<file path="src/hdl/cmr_pkg.sv">
package cmr_pkg;
  // Register byte offsets
  localparam logic [7:0] CTRL_OFFSET    = 8'h00;
  localparam logic [7:0] MODE_OFFSET    = 8'h04;
  localparam logic [7:0] STATUS_OFFSET  = 8'h08;
  localparam logic [7:0] EVENT_OFFSET   = 8'h0c;
  // Flag and control register fields
  localparam int CTRL_SYSON_BIT  = 7;
  localparam int CTRL_HFSEL_LSB  = 4;
  localparam int CTRL_LOW_VOLTAGE_RESET_FLAG_BIT   = 2;
  localparam int CTRL_LRF_BIT    = 1;
  localparam int CTRL_WRF_BIT    = 0;
  localparam logic [7:0] CTRL_IMPL_MASK = 8'hb7;
  localparam logic [7:0] CTRL_RESET     = 8'h00;
  // Mode register fields
  localparam int MODE_DIV_LSB    = 5;
  localparam int MODE_LTO_BIT    = 3;
  localparam int MODE_HTO_BIT    = 2;
  localparam int MODE_IDLE_ON_HALT_ENABLE_BIT  = 1;
  localparam int MODE_SPEED_BIT  = 0;
  localparam logic [7:0] MODE_RESET     = 8'h01;
  // Status register fields
  localparam int STAT_PDF_BIT    = 0;
  localparam int STAT_TO_BIT     = 1;
  // Oscillator frequencies in MHz per select code
  localparam logic [4:0] HF_MHZ_00 = 5'h08;
  localparam logic [4:0] HF_MHZ_01 = 5'h10;
  localparam logic [4:0] HF_MHZ_10 = 5'h0c;
  localparam logic [4:0] HF_MHZ_11 = 5'h08;
  // Oscillator settle times in us and derived counts at 20 MHz
  localparam int CLK_MHZ        = 20;
  localparam int HF_SETTLE_US   = 16;
  localparam int LF_SETTLE_US   = 100;
  localparam int HF_SETTLE_CYC  = HF_SETTLE_US * CLK_MHZ;
  localparam int LF_SETTLE_CYC  = LF_SETTLE_US * CLK_MHZ;
  // Power states
  typedef enum logic [1:0] {
    CMR_RUN   = 2'b00,
    CMR_SLEEP = 2'b01,
    CMR_IDLE_CLOCK_STOPPED = 2'b10,
    CMR_IDLE_CLOCK_RUNNING = 2'b11
  } cmr_pstate_t;
endpackage

</file>
<file path="src/hdl/cmr_top.sv">
`timescale 1ns/10ps
// How it works
// - Two-bit frequency select maps 00/11 to 8, 01 to 16, 10 to 12 MHz.
// - Unimplemented flag register bits read back as zero.
// - Low-voltage reset event sets its sticky flag.
// - Undefined voltage code sets config-invalid flag and requests software reset.
// - Invalid watchdog-control write reset sets its flag.
// - Reset-cause flags clear only by software writing zero.
// - Speed and divider pick normal/slow; only halt strobe enters sleep/idle.
// - Halt chooses idle or sleep from idle-enable and clock-in-idle bits.
// - Speed low selects divided high-speed clock or sub clock by divider code.
// - Sub clock selection stops high-speed oscillator and its derived clocks.
// - Speed 0 with divider 000 or 001 enters slow mode.
// - Slow mode waits for low oscillator ready, reported by its flag.
// - Speed 1 or divider 010 to 111 returns to normal mode.
// - High oscillator ready flag reports stabilisation; software polls it.
// - Sleep entered only on halt with idle-enable at zero.
// - Sleep stops system and time-base clocks; sub clock keeps running.
// - Sleep preserves memory, registers and port states.
// - Sleep entry clears the watchdog counter, which then counts on.
// - Sleep entry sets power-down flag and clears watchdog-expired flag.
// - Halt with idle-enable 1, clock-in-idle 0 stops system clock only.
// - Halt with both bits 1 halts execution; system clock keeps running.
module cmr_top #(
  parameter int HF_SETTLE = cmr_pkg::HF_SETTLE_CYC,
  parameter int LF_SETTLE = cmr_pkg::LF_SETTLE_CYC
) (
  input  wire logic        CLOCK,
  input  wire logic        RST,
  input  wire logic [7:0]  S_AXI_AWADDR,
  input  wire logic        S_AXI_AWVALID,
  output logic             S_AXI_AWREADY,
  input  wire logic [31:0] S_AXI_WDATA,
  input  wire logic [3:0]  S_AXI_WSTRB,
  input  wire logic        S_AXI_WVALID,
  output logic             S_AXI_WREADY,
  output logic [1:0]       S_AXI_BRESP,
  output logic             S_AXI_BVALID,
  input  wire logic        S_AXI_BREADY,
  input  wire logic [7:0]  S_AXI_ARADDR,
  input  wire logic        S_AXI_ARVALID,
  output logic             S_AXI_ARREADY,
  output logic [31:0]      S_AXI_RDATA,
  output logic [1:0]       S_AXI_RRESP,
  output logic             S_AXI_RVALID,
  input  wire logic        S_AXI_RREADY,
  input  wire logic        HALT_STROBE,
  input  wire logic        LOW_VOLTAGE_RESET,
  input  wire logic        WDT_CONFIG_RESET,
  input  wire logic        LV_CODE_INVALID,
  input  wire logic        WAKE,
  output logic             SOFT_RESET_REQ,
  output logic [4:0]       HF_OSC_MHZ,
  output logic             HF_OSC_EN,
  output logic             HF_DIV_CLK_EN,
  output logic             SUB_CLK_SEL,
  output logic [2:0]       SYSCLK_DIV,
  output logic             SYSCLK_EN,
  output logic             TIMEBASE_EN,
  output logic             CPU_HALT,
  output logic             WDT_CLEAR,
  output logic [1:0]       POWER_STATE
);

  logic [7:0]          ctrl_q;
  logic [7:0]          mode_q;
  logic [1:0]          stat_q;
  cmr_pkg::cmr_pstate_t pstate_q;
  logic [15:0]         hf_cnt_q;
  logic [15:0]         lf_cnt_q;
  logic                hf_rdy_q;
  logic                lf_rdy_q;
  logic                aw_q;
  logic                w_q;
  logic [7:0]          awaddr_q;
  logic [31:0]         wdata_q;
  logic                wstrb0_q;
  logic                wr_go;
  logic                halt_go;
  logic                slow_sel;

  // Slow mode decode, used in several places
  function automatic logic is_slow(input logic speed, input logic [2:0] div);
    is_slow = !speed && (div[2:1] == 2'b00);
  endfunction

  assign slow_sel = is_slow(mode_q[cmr_pkg::MODE_SPEED_BIT], mode_q[cmr_pkg::MODE_DIV_LSB +: 3]);
  assign wr_go    = aw_q && w_q && !S_AXI_BVALID;
  assign halt_go  = HALT_STROBE && pstate_q == cmr_pkg::CMR_RUN;

  // Write address and data capture, either order
  always_ff @(posedge CLOCK) begin
    if (RST) begin
      aw_q     <= 1'b0;
      w_q      <= 1'b0;
      awaddr_q <= 8'h00;
      wdata_q  <= 32'h0000_0000;
      wstrb0_q <= 1'b0;
    end else begin
      if (S_AXI_AWVALID && S_AXI_AWREADY) begin
        aw_q     <= 1'b1;
        awaddr_q <= S_AXI_AWADDR;
      end else if (wr_go) begin
        aw_q <= 1'b0;
      end
      if (S_AXI_WVALID && S_AXI_WREADY) begin
        w_q      <= 1'b1;
        wdata_q  <= S_AXI_WDATA;
        wstrb0_q <= S_AXI_WSTRB[0];
      end else if (wr_go) begin
        w_q <= 1'b0;
      end
    end
  end

  // Ready strobes and write response
  always_ff @(posedge CLOCK) begin
    if (RST) begin
      S_AXI_AWREADY <= 1'b0;
      S_AXI_WREADY  <= 1'b0;
      S_AXI_BVALID  <= 1'b0;
      S_AXI_BRESP   <= 2'b00;
    end else begin
      S_AXI_AWREADY <= !aw_q && !S_AXI_AWREADY && S_AXI_AWVALID;
      S_AXI_WREADY  <= !w_q && !S_AXI_WREADY && S_AXI_WVALID;
      if (wr_go) begin
        S_AXI_BVALID <= 1'b1;
        S_AXI_BRESP  <= (awaddr_q[7:2] <= cmr_pkg::STATUS_OFFSET[7:2]) ? 2'b00 : 2'b10;
      end else if (S_AXI_BREADY) begin
        S_AXI_BVALID <= 1'b0;
      end
    end
  end

  // Flag and control register; hardware set wins over software clear
  always_ff @(posedge CLOCK) begin
    if (RST) begin
      ctrl_q <= cmr_pkg::CTRL_RESET;
    end else begin
      if (wr_go && wstrb0_q && awaddr_q == cmr_pkg::CTRL_OFFSET) begin
        ctrl_q[cmr_pkg::CTRL_SYSON_BIT]       <= wdata_q[cmr_pkg::CTRL_SYSON_BIT];
        ctrl_q[cmr_pkg::CTRL_HFSEL_LSB +: 2]  <= wdata_q[cmr_pkg::CTRL_HFSEL_LSB +: 2];
        if (!wdata_q[cmr_pkg::CTRL_LOW_VOLTAGE_RESET_FLAG_BIT])
          ctrl_q[cmr_pkg::CTRL_LOW_VOLTAGE_RESET_FLAG_BIT] <= 1'b0;
        if (!wdata_q[cmr_pkg::CTRL_LRF_BIT])
          ctrl_q[cmr_pkg::CTRL_LRF_BIT] <= 1'b0;
        if (!wdata_q[cmr_pkg::CTRL_WRF_BIT])
          ctrl_q[cmr_pkg::CTRL_WRF_BIT] <= 1'b0;
      end
      if (LOW_VOLTAGE_RESET)
        ctrl_q[cmr_pkg::CTRL_LOW_VOLTAGE_RESET_FLAG_BIT] <= 1'b1;
      if (LV_CODE_INVALID)
        ctrl_q[cmr_pkg::CTRL_LRF_BIT] <= 1'b1;
      if (WDT_CONFIG_RESET)
        ctrl_q[cmr_pkg::CTRL_WRF_BIT] <= 1'b1;
      ctrl_q[6] <= 1'b0;
      ctrl_q[3] <= 1'b0;
    end
  end

  // Mode register: divider, idle enable, speed select
  always_ff @(posedge CLOCK) begin
    if (RST) begin
      mode_q <= cmr_pkg::MODE_RESET;
    end else begin
      if (wr_go && wstrb0_q && awaddr_q == cmr_pkg::MODE_OFFSET) begin
        mode_q[cmr_pkg::MODE_DIV_LSB +: 3]   <= wdata_q[cmr_pkg::MODE_DIV_LSB +: 3];
        mode_q[cmr_pkg::MODE_IDLE_ON_HALT_ENABLE_BIT]      <= wdata_q[cmr_pkg::MODE_IDLE_ON_HALT_ENABLE_BIT];
        mode_q[cmr_pkg::MODE_SPEED_BIT]      <= wdata_q[cmr_pkg::MODE_SPEED_BIT];
      end
      mode_q[cmr_pkg::MODE_LTO_BIT] <= lf_rdy_q;
      mode_q[cmr_pkg::MODE_HTO_BIT] <= hf_rdy_q;
      mode_q[4]                     <= 1'b0;
    end
  end

  // High oscillator settle counter, restarts when oscillator stops
  always_ff @(posedge CLOCK) begin
    if (RST) begin
      hf_cnt_q <= 16'h0000;
      hf_rdy_q <= 1'b0;
    end else if (!HF_OSC_EN) begin
      hf_cnt_q <= 16'h0000;
      hf_rdy_q <= 1'b0;
    end else if (hf_cnt_q == 16'(HF_SETTLE - 1)) begin
      hf_rdy_q <= 1'b1;
    end else begin
      hf_cnt_q <= hf_cnt_q + 16'h0001;
    end
  end

  // Low oscillator settles once after reset and keeps running
  always_ff @(posedge CLOCK) begin
    if (RST) begin
      lf_cnt_q <= 16'h0000;
      lf_rdy_q <= 1'b0;
    end else if (lf_cnt_q == 16'(LF_SETTLE - 1)) begin
      lf_rdy_q <= 1'b1;
    end else begin
      lf_cnt_q <= lf_cnt_q + 16'h0001;
    end
  end

  // Power state machine
  always_ff @(posedge CLOCK) begin
    if (RST) begin
      pstate_q <= cmr_pkg::CMR_RUN;
    end else begin
      case (pstate_q)
        cmr_pkg::CMR_RUN: begin
          if (halt_go) begin
            if (!mode_q[cmr_pkg::MODE_IDLE_ON_HALT_ENABLE_BIT])
              pstate_q <= cmr_pkg::CMR_SLEEP;
            else if (ctrl_q[cmr_pkg::CTRL_SYSON_BIT])
              pstate_q <= cmr_pkg::CMR_IDLE_CLOCK_RUNNING;
            else
              pstate_q <= cmr_pkg::CMR_IDLE_CLOCK_STOPPED;
          end
        end
        cmr_pkg::CMR_SLEEP,
        cmr_pkg::CMR_IDLE_CLOCK_STOPPED,
        cmr_pkg::CMR_IDLE_CLOCK_RUNNING: begin
          if (WAKE)
            pstate_q <= cmr_pkg::CMR_RUN;
        end
        default: pstate_q <= cmr_pkg::CMR_RUN;
      endcase
    end
  end

  // Status flags: power-down set and watchdog-expired cleared on halt
  always_ff @(posedge CLOCK) begin
    if (RST) begin
      stat_q <= 2'b00;
    end else if (halt_go) begin
      stat_q[cmr_pkg::STAT_PDF_BIT] <= 1'b1;
      stat_q[cmr_pkg::STAT_TO_BIT]  <= 1'b0;
    end
  end

  // Clock steering outputs; power entry touches no register state but the status flags
  always_ff @(posedge CLOCK) begin
    if (RST) begin
      HF_OSC_MHZ     <= cmr_pkg::HF_MHZ_00;
      HF_OSC_EN      <= 1'b1;
      HF_DIV_CLK_EN  <= 1'b1;
      SUB_CLK_SEL    <= 1'b0;
      SYSCLK_DIV     <= 3'h0;
      SYSCLK_EN      <= 1'b1;
      TIMEBASE_EN    <= 1'b1;
      CPU_HALT       <= 1'b0;
      WDT_CLEAR      <= 1'b0;
      SOFT_RESET_REQ <= 1'b0;
      POWER_STATE    <= 2'b00;
    end else begin
      case (ctrl_q[cmr_pkg::CTRL_HFSEL_LSB +: 2])
        2'b00:   HF_OSC_MHZ <= cmr_pkg::HF_MHZ_00;
        2'b01:   HF_OSC_MHZ <= cmr_pkg::HF_MHZ_01;
        2'b10:   HF_OSC_MHZ <= cmr_pkg::HF_MHZ_10;
        default: HF_OSC_MHZ <= cmr_pkg::HF_MHZ_11;
      endcase
      // Sub clock only after low oscillator settles
      SUB_CLK_SEL   <= slow_sel && lf_rdy_q;
      HF_OSC_EN     <= !(slow_sel && lf_rdy_q);
      HF_DIV_CLK_EN <= !(slow_sel && lf_rdy_q);
      // Divider code 2..7 gives fH/2..fH/64 when speed low
      SYSCLK_DIV    <= mode_q[cmr_pkg::MODE_SPEED_BIT] ? 3'h0
                       : 3'(mode_q[cmr_pkg::MODE_DIV_LSB +: 3] - 3'h1);
      SYSCLK_EN     <= pstate_q == cmr_pkg::CMR_RUN || pstate_q == cmr_pkg::CMR_IDLE_CLOCK_RUNNING;
      TIMEBASE_EN   <= pstate_q != cmr_pkg::CMR_SLEEP;
      CPU_HALT      <= pstate_q != cmr_pkg::CMR_RUN;
      WDT_CLEAR     <= halt_go;
      SOFT_RESET_REQ <= LV_CODE_INVALID;
      POWER_STATE   <= pstate_q;
    end
  end

  // Read channel
  always_ff @(posedge CLOCK) begin
    if (RST) begin
      S_AXI_ARREADY <= 1'b0;
      S_AXI_RVALID  <= 1'b0;
      S_AXI_RDATA   <= 32'h0000_0000;
      S_AXI_RRESP   <= 2'b00;
    end else begin
      S_AXI_ARREADY <= !S_AXI_ARREADY && !S_AXI_RVALID && S_AXI_ARVALID;
      if (S_AXI_ARVALID && S_AXI_ARREADY) begin
        S_AXI_RVALID <= 1'b1;
        S_AXI_RRESP  <= 2'b00;
        case (S_AXI_ARADDR)
          cmr_pkg::CTRL_OFFSET:   S_AXI_RDATA <= {24'h000000, ctrl_q & cmr_pkg::CTRL_IMPL_MASK};
          cmr_pkg::MODE_OFFSET:   S_AXI_RDATA <= {24'h000000, mode_q};
          cmr_pkg::STATUS_OFFSET: S_AXI_RDATA <= {30'h00000000, stat_q};
          default: begin
            S_AXI_RDATA <= 32'h0000_0000;
            S_AXI_RRESP <= 2'b10;
          end
        endcase
      end else if (S_AXI_RREADY) begin
        S_AXI_RVALID <= 1'b0;
      end
    end
  end
endmodule

</file>
<file path="config.mk">
export PLATFORM = sky130hd
export DESIGN_NAME = cmr_top
export DESIGN_NICKNAME = d
export VERILOG_FILES = /design/src/hdl/cmr_pkg.sv /design/src/hdl/cmr_top.sv
export SDC_FILE = /design/constraint.sdc
export NUM_CORES = 1
export LEC_CHECK = 0
export BUFFER_PORTS_ARGS = -buffer_cell sky130_fd_sc_hd__buf_4
export CAP_MARGIN = 30
export CORE_UTILIZATION = 55
export CTS_BUF_LIST = sky130_fd_sc_hd__clkbuf_4
export DETAILED_ROUTE_END_ITERATION = 6
export PLACE_DENSITY = 0.93
export SKIP_CTS_REPAIR_TIMING = 1
export SLEW_MARGIN = 25
export SYNTH_ARGS = -nofsm -noshare
export SYNTH_HDL_FRONTEND = slang
export SYNTH_SLANG_ARGS = --single-unit
</file>
<file path="constraint.sdc">
create_clock -name CLOCK -period 5.1 [get_ports CLOCK]
set_clock_uncertainty 0.2 [all_clocks]
set_input_delay 1.02 -clock CLOCK [delete_from_list [all_inputs] [get_ports CLOCK]]
set_output_delay 1.02 -clock CLOCK [all_outputs]
set_load 0.05 [all_outputs]
</file>
==> impl_results.md <==
- Top-area cell type share of the netlist area: roughly half
- Share of cells above drive strength 1: between 15 and 20%
- Post-DP Area: 4460 um^2
- Syn Std Cell Area: between 4000 and 5000 um^2
- RePlAce Congestion: about 0.83
- Unrepaired setup endpoints after global routing: no
- Pin count of the biggest net entering global routing: 80
- Hold Crit Class: flop to flop
- TNS Setup: 0 ns
- Port Buffers: 66
- Routed length per instance: ~13 um
- Drt total wl: between 7 and 8 mm
- Switch share: between 20% and 30%
- Cell Chain, Critical Path: buf_4
- Internal Power: about 1 mW
- Worst Path Buf+Inv: 1
- Final cell count without fillers: 608
- F_max: between 400 and 500 MHz
- Share of synthesized registers carrying an async set or reset: 0%
- Sink Count: slightly below 100
- Core Util, Final: about two thirds
- Final Hold Viols: 0
- Total chip power: 1.40 mW
- Pre-CTS setup slack: ~2.3 ns
- Gate power share: between 10% and 20%
- Io pins: ~120
- Critical Path RT: between 3 and 4 ns
- CTS Buf Count: 9
- Arr. time, crit path: around 1.3 ns
- Slew headroom: 50.0%
- Initial core utilization: around 58%
- Max-cap violation count: 0
- Run status: completed
- Tcrit/Tclk final: roughly half
- Vias in the first global route: 2963
- Layout Nets: 577
- #FFs+latches synth: 98
- Lkg Pwr: 1.87 nW
- YS warnings: 0
- Type of origin of the critical path: flop
- Storage cell area: slightly below 2000 um^2
- Height of the die: a little under 90 um
- Sequential group share of total power: approximately 57%
- Final WS setup: around 2.6 ns
- # fillers: between 500 and 600
- Worst slew pin tran: between 0.7 and 0.8 ns
- Global route overflow: 0
- Area contributors post-synth: dfxtp_1, buf_4, a21oi_1
- Setup crit end kind: output port
- Slowest cell on crit path: dfxtp_1
- H-tree levels: 3
- Worst-Skew Late Latency: 0.44 ns
- CP max stage delay: ~0.56 ns
- Via/cell ratio: between 5 and 6
- Core area: ~7000 um^2
- Global-route wire length before repair: between 10 and 15 mm
- Clock power share: 32.1%
- CP delay by family, top: flip-flops
- Hold slack: approximately 0.26 ns
- Final setup violation count: 0
- Antenna violations before repair: 0
- Worst Path Max Fanout: 11
- Main synth FF type: dfxtp_1
- Cell count after placement: a little under 600
- Antenna-violating nets left: 0
- DP Wirelength: roughly 5.6 mm
- Drt first pass iters: 4
- Multi-input gate area: between 1500 and 2000 um^2
- Global Route Usage Sum: a little over a fifth
- CTS tree: built
- Post-synthesis cell type count: between 40 and 50
- Register area share after synthesis: 48.5%
- Worst setup path category: flop to output port
- Pwr dens: 302 nW/um^2
- # rows: 30
- Syn Inst Count: around 450
- Die footprint: a little under 8000 um^2
- Inserted Diodes: 0
- Root cell of the clock tree: clkbuf_4
- Crit path time final: approximately 2.5 ns
- Layout area overhead: 14.2%
- Die X: ~88 um
- Synthesized area per cell: approximately 9 um^2
- Max-slew violations: 0
- Clock transition at path regs: about 0.14 ns
- Max IR drop VDD: 0.000172 V
- Drt drc: 0
- Post-synth top area cell: dfxtp_1
- Post-synth EDFFs: 0
- Switching power: roughly 0.37 mW
- Post-route cell area: approximately 4600 um^2
- Starting DRT DRC Count: roughly 190
- Vias after detailed routing: ~3200
- Clock Tree Buf Depth: 2
## sequential cells by signal, summed over array words and instances, names as in the netlist, 2 cells and up
name	count
mode_q	7
pstate_q	2
S_AXI_RDATA	8
SYSCLK_DIV	3
ctrl_q	6
lf_cnt_q	16
wdata_q	7
HF_OSC_MHZ	3
POWER_STATE	2
awaddr_q	8
hf_cnt_q	16
## worst register-to-register path, stage by stage, from the launching register on
cell,delay (ns)
dfxtp_1,0.43
ha_1,0.20
nand3_1,0.26
nor2_1,0.30
or4b_2,0.60
a21oi_1,0.16
## power by group through the flow
| stage | logic [mW] | clock network, mW | registers, mW |
|---|---|---|---|
| 2_1_floorplan | 0.110 | 0 | 0.829 |
| 3_3_place_gp | 0.146 | 0 | 0.813 |
| 3_5_place_dp | 0.150 | 0 | 0.814 |
| 4_1_cts | 0.151 | 0.453 | 0.797 |
| 5_1_grt | 0.163 | 0.483 | 0.800 |
| 6_report | 0.151 | 0.448 | 0.797 |
## per-layer routing
metal	GRT usage (%)	vias to the layer above	share of wire (%)	wire length, um
li1	-	1613	-	-
met1	25.1	1499	43	3350
met2	38.1	110	49	3900
met4	9.39	0	1.7	133
met3	4.81	14	6.3	498
met5	0	-	0	0
## Yosys cell counts, types with 3 or more instances
master     n
xnor2_1    4
mux2i_1   14
nor3_1    10
clkbuf_1  12
a211oi_1   3
buf_4     29
inv_1     16
ha_1       6
nor2_1    45
nand3_1   26
and4_1     6
xor2_1    15
dfxtp_1   98
nor2b_1    3
nor4b_1    4
nand2b_1   8
buf_1      5
and3_1     4
nand4_1    9
a21oi_1   38
nand2_1   38
a32oi_1    5
o21ai_0   19
or3_1     11
## final cells by class
type / count / area share (%)
flip-flops and latches: 98 / 42.5
multi-input cells: 316 / 39.4
repair buffers: 66 / 10.7
well taps: 96 / 2.60
clock inverters: 7 / 2.00
clock buffers: 9 / 1.46
inverters: 16 / 1.30
## final timing paths
| kind | start | endpoint | slack [ns] | cells past startpoint |
|---|---|---|---|---|
| worst max-delay path | S_AXI_AWREADY$_SDFF_PP0_ | S_AXI_AWREADY | 2.62 | 1 |
| worst min-delay path | awaddr_q[1]$_SDFFE_PP0P_ | awaddr_q[1]$_SDFFE_PP0P_ | 0.26 | 2 |
| worst max register to register | lf_cnt_q[0]$_SDFFE_PP0P_ | lf_cnt_q[14]$_SDFFE_PP0P_ | 2.89 | 5 |
| worst min register to register | awaddr_q[1]$_SDFFE_PP0P_ | awaddr_q[1]$_SDFFE_PP0P_ | 0.26 | 2 |
## logic make-up after synthesis
group,count (synthesis),synth area share [%]
flip-flops,98,48.5
AO/OA/AOI/OAI,68,9.34
adder cells (fa/ha/maj),6,1.86
XOR/XNOR,19,4.12
other,1,0.0927
multiplexers,15,3.74
AND/OR/NAND/NOR,180,23.4
buffers and inverters,65,8.97
## layout by cell type (no fill, tap or decap), types with 3 or more instances in the layout
cell      netlist  routed
and4_1          6       6
nand3_1        26      26
buf_4          29      66
conb_1          1      28
nand2_1        38      38
nand4_1         9       9
nor2b_1         3       3
a32oi_1         5       5
dfxtp_1        98      98
clkinv_2        0       3
o21ai_0        19      19
or3_1          11      11
nor3_1         10      10
mux2i_1        14      14
clkbuf_4        0       9
inv_1          16      16
nand2b_1        8       8
a211oi_1        3       3
and3_1          4       4
nor4b_1         4       4
nor2_1         45      45
a21oi_1        38      38
xnor2_1         4       4
ha_1            6       6
xor2_1         15      15
(Power assumes the default switching activity.)
